--- src/logic/spm_pkg.sv ---
package spm_pkg;

  // ****************************************************
  // Register map (byte addresses)
  // ****************************************************
  localparam logic [3:0] ADDR_CONTROL = 4'h0;
  localparam logic [3:0] ADDR_STATUS  = 4'h4;
  localparam logic [3:0] ADDR_DATA    = 4'h8;
  localparam logic [3:0] ADDR_PINDIR  = 4'hc;

  // ****************************************************
  // Field positions
  // ****************************************************
  localparam int CTL_IRQ_EN    = 7;
  localparam int CTL_PORT_EN   = 6;
  localparam int CTL_LSB_FIRST = 5;
  localparam int CTL_MASTER    = 4;
  localparam int CTL_CLOCK_IDLE_LEVEL      = 3;
  localparam int CTL_CLOCK_SAMPLE_PHASE      = 2;
  localparam int STS_DONE      = 7;
  localparam int STS_COLL      = 6;
  localparam int STS_DOUBLE    = 0;
  localparam int DIR_MOSI      = 0;
  localparam int DIR_MISO      = 1;
  localparam int DIR_SCK       = 2;
  localparam int DIR_SS        = 3;
  localparam int DIR_SS_LEVEL  = 4;

  // ****************************************************
  // Counts
  // ****************************************************
  localparam logic [3:0] LAST_EDGE = 4'hf;
  localparam logic [2:0] LAST_BIT  = 3'h7;
  // Half period in clocks, index {double_speed, rate_divider_sel}
  localparam logic [6:0] HALF_TABLE [8] = '{
    7'h02, 7'h08, 7'h20, 7'h40, 7'h01, 7'h04, 7'h10, 7'h20
  };

  // ****************************************************
  // State
  // ****************************************************
  typedef struct packed {
    logic [7:0] control;
    logic       doubleSpeed;
    logic [4:0] pinDir;
    logic [7:0] shift;
    logic       outBit;
    logic [7:0] rxBuf;
    logic       xferDone;
    logic       writeColl;
    logic       armed;
    logic       running;
    logic [6:0] divCnt;
    logic [3:0] edgeCnt;
    logic       sckLvl;
    logic [2:0] bitCnt;
    logic       sckPrev;
    logic       waitReq;
    logic [7:0] readData;
    logic       irq;
    logic       mosiOut;
    logic       mosiOe;
    logic       misoOut;
    logic       misoOe;
    logic       sckOut;
    logic       sckOe;
    logic       ssOut;
    logic       ssOe;
  } spm_state_t;

  localparam spm_state_t STATE_RST = '{waitReq: 1'b1, default: '0};

endpackage

--- src/logic/spm_spi_port.sv ---
// Design decisions made here: the address map and the Avalon-MM interface to the registers.
`timescale 1ns/1ps
// Functional notes
// Slave: select is input; low activates, MISO driven only if enabled.
// Slave: select high keeps port passive, pins inputs, data ignored.
// Slave: select high at once clears bit counter and partial byte; the code clears only bitCnt and the shift register keeps its bits.
// Master with select as output: plain output, no SPI effect.
// Master with select input low: clear master bit, become slave.
// That forced fall back also sets the completion flag.
// Software must set master bit again; handler checks it.
// Clock polarity bit gives the idle level of the serial clock.
// Phase zero samples on leading edge; phase one on trailing.
// Interrupt requested when flag, enable and global enable all set.
// Port enable zero stops every SPI operation.
// Bit order bit one sends LSB first, zero MSB first.
// Role bit one selects master, zero slave.
// Master clock divides by 4,16,64,128 or 2,8,32,64 doubled.
// Completion flag set at end; cleared by vector or read sequence.
// Collision flag set by data write during a transfer.
// Status bits 5 to 1 always read zero.
// Double speed bit halves master clock period, minimum two clocks.
// Remote master keeps its clock at most a quarter of ours.
// Data write starts transfer; data read returns receive buffer.
// Master stops clock after eight bits and sets completion flag.
// Receive double buffered; byte must be read before next one ends.
// Status read with flags set is remembered; data access then clears.
module spm_spi_port
  import spm_pkg::*;
(
  input  wire logic        clk,
  input  wire logic        rstn,
  input  wire logic [3:0]  avsAddress,
  input  wire logic        avsRead,
  input  wire logic        avsWrite,
  input  wire logic [31:0] avsWriteData,
  input  wire logic [3:0]  avsByteEnable,
  output logic      [31:0] avsReadData,
  output logic             avsWaitRequest,
  input  wire logic        globalIrqEnable,
  input  wire logic        irqAck,
  output logic             irq,
  input  wire logic        sckIn,
  output logic             sckOut,
  output logic             sckOe,
  input  wire logic        mosiIn,
  output logic             mosiOut,
  output logic             mosiOe,
  input  wire logic        misoIn,
  output logic             misoOut,
  output logic             misoOe,
  input  wire logic        ssIn,
  output logic             ssOut,
  output logic             ssOe
);
  import spm_pkg::*;

  // ****************************************************
  // Reset release
  // ****************************************************
  logic [1:0] rstPipe;
  logic       rstSyncN;

  always_ff @(posedge clk or negedge rstn) begin
    if (!rstn) begin
      rstPipe <= 2'b00;
    end else begin
      rstPipe <= {rstPipe[0], 1'b1};
    end
  end

  assign rstSyncN = rstPipe[1];

  // ****************************************************
  // Next state
  // ****************************************************
  spm_state_t s;
  spm_state_t n;
  logic       en;
  logic       mst;
  logic       lsb;
  logic       clock_idle_level;
  logic       clock_sample_phase;
  logic       acc;
  logic       wrOk;
  logic       rdAcc;
  logic       dataAcc;
  logic       busy;
  logic       startXfer;
  logic       forced;
  logic       doneSet;
  logic       wcolSet;
  logic       inBit;
  logic       tick;
  logic       sckEdge;
  logic       lead;
  logic       sampleNow;
  logic       setupNow;
  logic       nextMst;
  logic [7:0] shIn;
  logic [6:0] halfCnt;

  always_comb begin
    n = s;
    en = s.control[CTL_PORT_EN];
    mst = s.control[CTL_MASTER];
    lsb = s.control[CTL_LSB_FIRST];
    clock_idle_level = s.control[CTL_CLOCK_IDLE_LEVEL];
    clock_sample_phase = s.control[CTL_CLOCK_SAMPLE_PHASE];

    // Bus: one wait cycle, then a single acknowledge cycle
    acc = (avsRead | avsWrite) & ~s.waitReq;
    n.waitReq = ~((avsRead | avsWrite) & s.waitReq);
    wrOk = acc & avsWrite & avsByteEnable[0];
    rdAcc = acc & avsRead;
    dataAcc = acc & (avsAddress == ADDR_DATA);

    busy = s.running | (s.bitCnt != 3'h0);
    startXfer = wrOk & (avsAddress == ADDR_DATA) & en & ~busy;
    wcolSet = wrOk & (avsAddress == ADDR_DATA) & en & busy;
    forced = en & mst & ~s.pinDir[DIR_SS] & ~ssIn;
    doneSet = forced;

    // Master clock generator
    halfCnt = HALF_TABLE[{s.doubleSpeed, s.control[1:0]}];
    tick = s.running & (s.divCnt == halfCnt - 7'h01);
    if (s.running) begin
      n.divCnt = tick ? 7'h00 : s.divCnt + 7'h01;
    end
    if (tick) begin
      n.sckLvl = ~s.sckLvl;
      n.edgeCnt = s.edgeCnt + 4'h1;
    end else if (!s.running) begin
      n.sckLvl = clock_idle_level;
    end

    // Slave edge detection, only while selected
    n.sckPrev = sckIn;
    sckEdge = en & ~mst & ~ssIn & (sckIn != s.sckPrev);
    lead = mst ? ~s.edgeCnt[0] : (sckIn != clock_idle_level);
    sampleNow = (tick | sckEdge) & (lead ^ clock_sample_phase);
    setupNow = (tick | sckEdge) & ~(lead ^ clock_sample_phase);
    inBit = mst ? misoIn : mosiIn;

    // Shifter
    shIn = lsb ? {inBit, s.shift[7:1]} : {s.shift[6:0], inBit};
    if (sampleNow) begin
      n.shift = shIn;
      if (!mst) begin
        n.bitCnt = s.bitCnt + 3'h1;
      end
    end
    if (setupNow) begin
      n.outBit = lsb ? s.shift[0] : s.shift[7];
    end
    if (sampleNow && !mst && s.bitCnt == LAST_BIT) begin
      n.rxBuf = shIn;
      doneSet = 1'b1;
    end
    if (tick && s.edgeCnt == LAST_EDGE) begin
      n.running = 1'b0;
      n.rxBuf = sampleNow ? shIn : s.shift;
      doneSet = 1'b1;
    end
    if (!mst && ssIn) begin
      n.bitCnt = 3'h0;
    end

    // Transfer start
    if (startXfer) begin
      n.shift = avsWriteData[7:0];
      n.outBit = lsb ? avsWriteData[0] : avsWriteData[7];
      if (mst) begin
        n.running = 1'b1;
        n.divCnt = 7'h00;
        n.edgeCnt = 4'h0;
        n.sckLvl = clock_idle_level;
      end
    end

    // Register writes
    if (wrOk) begin
      unique case (avsAddress)
        ADDR_CONTROL: n.control = avsWriteData[7:0];
        ADDR_STATUS:  n.doubleSpeed = avsWriteData[STS_DOUBLE];
        ADDR_PINDIR:  n.pinDir = avsWriteData[4:0];
        default:      n.pinDir = s.pinDir;
      endcase
    end

    // Disabled port and forced fall back to slave
    if (!n.control[CTL_PORT_EN]) begin
      n.running = 1'b0;
      n.bitCnt = 3'h0;
    end
    if (forced) begin
      n.control[CTL_MASTER] = 1'b0;
      n.running = 1'b0;
      n.edgeCnt = 4'h0;
      n.sckLvl = clock_idle_level;
    end

    // Flags: clears first, sets win
    if (rdAcc && avsAddress == ADDR_STATUS &&
        (s.readData[STS_DONE] | s.readData[STS_COLL])) begin
      n.armed = 1'b1;
    end
    if (dataAcc && s.armed) begin
      n.xferDone = 1'b0;
      n.writeColl = 1'b0;
      n.armed = 1'b0;
    end
    if (irqAck) begin
      n.xferDone = 1'b0;
    end
    if (doneSet) begin
      n.xferDone = 1'b1;
    end
    if (wcolSet) begin
      n.writeColl = 1'b1;
    end

    // Read data, loaded while the request waits
    if (avsRead && s.waitReq) begin
      unique case (avsAddress)
        ADDR_CONTROL: n.readData = s.control;
        ADDR_STATUS:  n.readData = {s.xferDone, s.writeColl, 5'h00,
                                    s.doubleSpeed};
        ADDR_DATA:    n.readData = s.rxBuf;
        ADDR_PINDIR:  n.readData = {3'h0, s.pinDir};
        default:      n.readData = 8'h00;
      endcase
    end

    n.irq = n.xferDone & n.control[CTL_IRQ_EN] & globalIrqEnable;

    // Pin drivers
    nextMst = n.control[CTL_PORT_EN] & n.control[CTL_MASTER];
    n.sckOut = n.sckLvl;
    n.mosiOut = n.outBit;
    n.misoOut = n.outBit;
    n.ssOut = n.pinDir[DIR_SS_LEVEL];
    n.sckOe = nextMst & n.pinDir[DIR_SCK];
    n.mosiOe = nextMst & n.pinDir[DIR_MOSI];
    n.ssOe = nextMst & n.pinDir[DIR_SS];
    n.misoOe = n.control[CTL_PORT_EN] & ~n.control[CTL_MASTER] &
               n.pinDir[DIR_MISO] & ~ssIn;
  end

  // ****************************************************
  // State register
  // ****************************************************
  always_ff @(posedge clk or negedge rstSyncN) begin
    if (!rstSyncN) begin
      s <= STATE_RST;
    end else begin
      s <= n;
    end
  end

  assign avsReadData = {24'h000000, s.readData};
  assign avsWaitRequest = s.waitReq;
  assign irq = s.irq;
  assign sckOut = s.sckOut;
  assign sckOe = s.sckOe;
  assign mosiOut = s.mosiOut;
  assign mosiOe = s.mosiOe;
  assign misoOut = s.misoOut;
  assign misoOe = s.misoOe;
  assign ssOut = s.ssOut;
  assign ssOe = s.ssOe;

endmodule

--- config.mk ---
export PLATFORM = sky130hd
export DESIGN_NAME = spm_spi_port
export DESIGN_NICKNAME = d
export VERILOG_FILES = /design/src/logic/spm_pkg.sv /design/src/logic/spm_spi_port.sv
export SDC_FILE = /design/constraint.sdc
export NUM_CORES = 1
export LEC_CHECK = 0
export ABC_AREA = 1
export ABC_CLOCK_PERIOD_IN_PS = 2270
export BUFFER_PORTS_ARGS = -buffer_cell sky130_fd_sc_hd__buf_2
export CELL_PAD_IN_SITES_DETAIL_PLACEMENT = 1
export CELL_PAD_IN_SITES_GLOBAL_PLACEMENT = 1
export CORE_ASPECT_RATIO = 2
export CORE_MARGIN = 1
export CORE_UTILIZATION = 39
export DETAILED_ROUTE_END_ITERATION = 16
export PLACE_DENSITY = 0.92
export SLEW_MARGIN = 20
export SYNTH_ARGS = -nofsm -noshare
export SYNTH_HDL_FRONTEND = slang
export SYNTH_SLANG_ARGS = --single-unit
--- constraint.sdc ---
create_clock -name clk -period 2.27 [get_ports clk]
set_input_delay 0.454 -clock clk [delete_from_list [all_inputs] [get_ports clk]]
set_output_delay 0.454 -clock clk [all_outputs]
set_load 0.05 [all_outputs]
## Word-level counts from Yosys, hierarchy flattened

Memory sizes are Yosys's and may differ from the RTL's.
Cells that the tools add are included.
W data, S select, Z words.

| word-level totals | value |
|---|---|
| bits in registers | 68 |
| memory bits (read-only) | 56 |
| input bits | 50 |
| memories kept | 1 |

Memory list:

| name | words | width | rd ports | clocked after Yosys merged registers in | wr ports | RTL line | text |
|---|---|---|---|---|---|---|---|
| (no name shown) | 8 | 7 | 1 | 0 | 0 | spm_spi_port.sv:124 | `halfCnt = HALF_TABLE[{s.doubleSpeed, s.control[1:0]}];` |

| cells by class | value |
|---|---|
| add/subtract/negate cells | 4 |
| $lt $le $gt $ge | 1 |
| equal/unequal tests | 10 |
| muxes and demuxes | 40 |
| bitwise operators | 44 |
| reductions and logical operators | 18 |

Operators by type and width:

| kind | number |
|---|---|
| $mux W8 | 5 |
| $pmux W8 S4 | 1 |
| $and A1 B1 Y1 | 28 |
| $mux W7 | 4 |
| $mux W13 | 2 |
| $mux W1 | 18 |
| $mux W3 | 5 |
| $mux W14 | 1 |
| $eq A4 B4 Y1 const B | 3 |
| $mux W5 | 2 |
| $not A1 Y1 | 10 |
| $mux W9 | 1 |
| $logic_and A1 B1 Y1 | 8 |
| $reduce_bool A2 Y1 | 4 |
| $add A7 B1 Y7 const B | 1 |
| $eq A7 B7 Y1 | 1 |
| $sub A7 B1 Y7 const B | 1 |
| $reduce_and A2 Y1 | 3 |
| $add A4 B1 Y4 const B | 1 |
| $eq A4 B3 Y1 const B | 1 |
| $ge A4 B4 Y1 const B | 1 |
| $logic_not A4 Y1 | 1 |
| $mux W4 | 1 |
| $not A3 Y4 | 1 |
| 9 further kinds | 13 |

## Longest topological paths before layout

| logic depth | value |
|---|---|
| word-level depth | 16 |
| depth in mapped cells | 17 |
| depth with buffers taken out | 16 |

## Worst setup path before layout

OpenSTA, ideal clock, no wires.

| timing | value |
|---|---|
| kind | flip-flop to flip-flop |
| start point | reg s[62] in the netlist's numbering |
| end point | reg s[38] in the netlist's numbering |
| library setup time | 0.126 ns |
| arrival time | 2.017 ns |
| slack | 0.127 ns |
| cell stages (with the launch flop) | 15 |
| path buffers | 2 |
| cell sequence | dfrtp_1 buf_6 nor2_1 nand2_1 ha_1 xnor2_1 nor2_1 nand3_1 nor2_2 nand2_4 nand2_4 buf_6 nand4_4 nand3_1 nand3_1 |

| between the ends | value |
|---|---|
| cells in the longest elaborated chain, start to end | 12 |
| elaborated cells on any way between the ends | 15 |

RTL lines:

| what | RTL line | text |
|---|---|---|
| start, declared | spm_spi_port.sv:76 | `spm_state_t s;` |
| start signal, assigned | spm_spi_port.sv:256 | `s <= n;` |
| $not A3 Y4 (not written as such) (*) | spm_spi_port.sv:124 |  |
| $mem_v2 Z8 W7 (*) | - |  |
| $mux W7 (not written as such) (*) (2 in series) | spm_spi_port.sv:124 |  |
| $sub A7 B1 Y7 (*) | spm_spi_port.sv:125 | `tick = s.running & (s.divCnt == halfCnt - 7'h01);` |
| $eq A7 B7 Y1 (*) | spm_spi_port.sv:125 |  |
| $and A1 B1 Y1 (*) | spm_spi_port.sv:125 |  |
| $or A1 B1 Y1 | spm_spi_port.sv:140 | `sampleNow = (tick \| sckEdge) & (lead ^ clock_sample_phase);` |
| $and A1 B1 Y1 | spm_spi_port.sv:140 |  |
| $logic_and A1 B1 Y1 (2 in series) | spm_spi_port.sv:155 | `if (sampleNow && !mst && s.bitCnt == LAST_BIT) begin` |
| $reduce_bool A2 Y1 (no source line) | - |  |

Mark *: on every way between the ends. The rest lies on a longest branch, timed or not. The select of a mux whose other input is x is not followed.
A chain may end at the register's enable or synchronous reset.

## Final worst setup path

| timing | value |
|---|---|
| start point | reg s[60] in the netlist's numbering |
| end point | reg s[39] in the netlist's numbering |

Same word-level chain as after synthesis.

==> results.py <==
metrics = {
    "run_status": {
        "status": "finished, violations left",
        "violations": "negative setup slack",
    },
    "pwr": {
        "combPwrFrac": 0.279,
        "seqPwrFrac": 0.351,
        "pwr_density_cell_nw_per_um2": 871,
        "ir_drop_mv": 0.522,
        "clkPwrFrac": 0.369,
        "p_int_mw": 2.68,
        "p_total_mw": 4.22,
        "swShare": 0.365,
        "p_leak_nw": 2.59,
        "power.switching_mw": 1.54,
    },
    "synth": {
        "ys_ff_latch": 67,
        "synthDominantCellAreaShare": 0.419,
        "yosysMostFrequentCell": "nand2_1",
        "netlist_instances": 520,
        "synth-seq-area-share": 0.426,
        "ys.flop_type": "dfrtp_1",
        "yosys.area.top_type": "dfrtp_1",
        "synth_edf_count": 0,
        "ys_top_cells_by_count": "nand2_1 (122), inv_1 (84), dfrtp_1 (66), nand3_1 (56), o21ai_0 (49)",
        "syn-cell-area_um2": 3940,
        "synthTopCellsByArea": "dfrtp_1 (42%), nand2_1 (12%), inv_1 (8.0%), nand3_1 (7.1%), buf_4 (6.5%)",
        "async_reset_ff_frac": 1.00,
        "ys.warnings.count": 0,
        "synth.distinct_cells": 38,
        "avgSynthCellArea_um2": 7.57,
    },
    "clock_tree": {
        "htreeDepth": 3,
        "path_clk_slew_ps": 60,
        "clk_path_buf_depth": 2,
        "cts_tree": "yes",
        "cts_made_buffers": 9,
        "cts_root_buf": "clkbuf_16",
        "cts_sinks": 67,
        "clkLatencyLatePin_ps": 350,
    },
    "flow_run": {
        "cap_violations": 0,
    },
    "finish": {
        "largest_reg_flops": 44,
        "largest_register": "s",
        "synthToLayoutAreaGrowth_pct": 22.9,
        "drive_gt1_frac": 0.223,
        "diodes": 0,
        "finalNetCount": 635,
        "fin_util": 0.496,
    },
    "sta": {
        "fmax_ghz": 0.410,
        "slew_violations": 0,
        "holdWs_ps": 262,
        "slew_headroom": 0.498,
        "timing.final.ws_setup_ps": -168,
        "finalSetupViolations": 10,
        "rsz0062_at_grt": "true",
        "fin_crit_sh": 1.07,
        "tightest_slew_ps": 751,
        "hold_violations": 0,
        "finalClockSkew_ps": 13.1,
        "period_needed_ps": 2440,
    },
    "setup_path": {
        "crit_fanout": 5,
        "worstPathRequired_ps": 2460,
        "end_kind": "flop",
        "r2r-start": "s[60]$_DFFE_PN0P_",
        "criticalPathCategory": "reg -> reg",
        "startpoint": "s[60]$_DFFE_PN0P_",
        "cp_data_arrival_time_ps": 2630,
        "start_kind": "flop",
    },
    "place": {
        "gp_congestion": 0.862,
        "port_buffers": 40,
        "dp_hpwl_um": 9410,
    },
    "route": {
        "wire_per_inst_um": 19.9,
        "drc": 0,
        "num_vias": 3880,
        "drtAntennaViolNets": 0,
        "wl_um": 14300,
        "drt_iter0_drc": 289,
        "firstDrtPassIters": 4,
        "viasPerCell": 5.42,
    },
    "die": {
        "dieArea_um2": 10500,
        "initial_core_util": 0.403,
        "die_y_um": 144,
        "die_w_um": 73.1,
        "fp-row-count": 51,
        "fp.coreArea_um2": 9760,
        "ios": 92,
    },
    "global_routing": {
        "track_usage": 0.282,
        "gr-total-overflow": 0,
        "antenna_found_initial": 0,
        "grt_max_degree": 66,
        "grt_pass1_vias": 4295,
        "grt_first_pass_wirelength_um": 21700,
    },
    "worst_hold_path": {
        "holdCritPathClass": "reg -> async",
    },
}
[path summary, 6_finish.rpt]
kind	end	slack [ps]	cells past startpoint
max in group asynchronous	avsWaitRequest$_DFF_PN1_	1650	1
worst min register to register	sckOut$_DFF_PN0_	260	1
min in group clk	s[18]$_DFF_PN0_	290	1
worst min-delay path	sckOut$_DFF_PN0_	260	1
worst max register to register	s[39]$_DFFE_PN0P_	-170	13
worst max-delay path	s[39]$_DFFE_PN0P_	-170	13
[routing by layer]
layer | part of all wire | global-route usage | wire length, um
met1 | 0.32 | 0.259 | 4600
met2 | 0.55 | 0.516 | 7910
met3 | 0.044 | 0.0613 | 623
met4 | 0.079 | 0.220 | 1120
met5 | 0 | 0 | 0
[cells in the final DEF (no fill, tap or decap), types with 2 or more instances in the layout]
master,n
nand2_1,112
inv_1,84
dfrtp_1,65
nand3_1,45
o21ai_0,42
buf_2,40
conb_1,25
buf_4,22
nor2_1,18
nand3_2,12
a21oi_1,12
nand2_2,9
clkbuf_16,9
nor3_1,8
o21ai_1,8
nand4_1,5
xor2_1,5
ha_1,5
nor2_2,4
nor4_1,4
buf_6,4
nor2_4,3
inv_2,3
nand2_4,3
o211ai_1,3
xnor2_2,2
nand2_8,2
o21a_1,2
nand4_2,2
a221oi_1,2
bufinv_16,2
clkbuf_8,2
buf_12,2
[timing repair]
item | in CTS | in global routing
hold buffers | 1 | 0
endpoints found under the hold margin | 2 | 0
setup buffers | 3 | 0
setup endpoints to repair | 27 | 33
pin swaps | 17 | 7
cloned | 2 | 0
gates resized for setup | 19 | 29
[worst max-delay path: stages (launching register included)]
cell and delay (ps):
dfrtp_1 450, inv_2 100, nand2_2 100, ha_4 190
nand4_1 160, nand3_1 130, nand2_1 70, nor2_2 210
nand2_4 130, nand2_8 110, buf_4 160, nand4_2 160
nand3_1 160, nand3_1 150
[logic make-up after synthesis]
| group | Yosys count | share of synthesized area |
|---|---|---|
| xor gates and xnor gates | 8 | 0.0178 |
| muxes | 1 | 0.00254 |
| other | 2 | 0.00191 |
| AOI/OAI and AO/OA | 74 | 0.102 |
| adders and majority gates | 6 | 0.0191 |
| buffers and inverters | 132 | 0.163 |
| and+or+nand+nor | 230 | 0.267 |
| DFF | 67 | 0.426 |
[area by class of cell]
class | instances | area [um2]
clock buffer | 12 | 256
clock inverter | 4 | 72.6
fill | 1215 | 4920
inverter | 87 | 327
multi-input combinational | 345 | 1880
sequential | 67 | 1680
tap | 132 | 165
timing repair buffer | 69 | 460
[power by group through the flow]
stage / logic [mW] / clock network [mW] / registers (mW)
5_1_grt: 1.27 / 1.61 / 1.49
3_5_place_dp: 1.00 / 0 / 1.48
3_3_place_gp: 0.933 / 0 / 1.47
6_report: 1.18 / 1.56 / 1.48
2_1_floorplan: 0.687 / 0 / 1.53
4_1_cts: 1.10 / 1.56 / 1.47
[per-stage QoR]
stage          instance area [um2]  cells  setup WS, ps  setup TNS, ps
4_1_cts                       4740    716         -47.4           -350
5_1_grt                       4840    716          -261          -2020
6_report                      4840    716          -168           -332
3_5_place_dp                  4280    694          -215          -2630
2_1_floorplan                 4030    543           127              0
3_3_place_gp                  4280    694          17.6              0
Note: power is estimated with default switching activity, not from simulation.
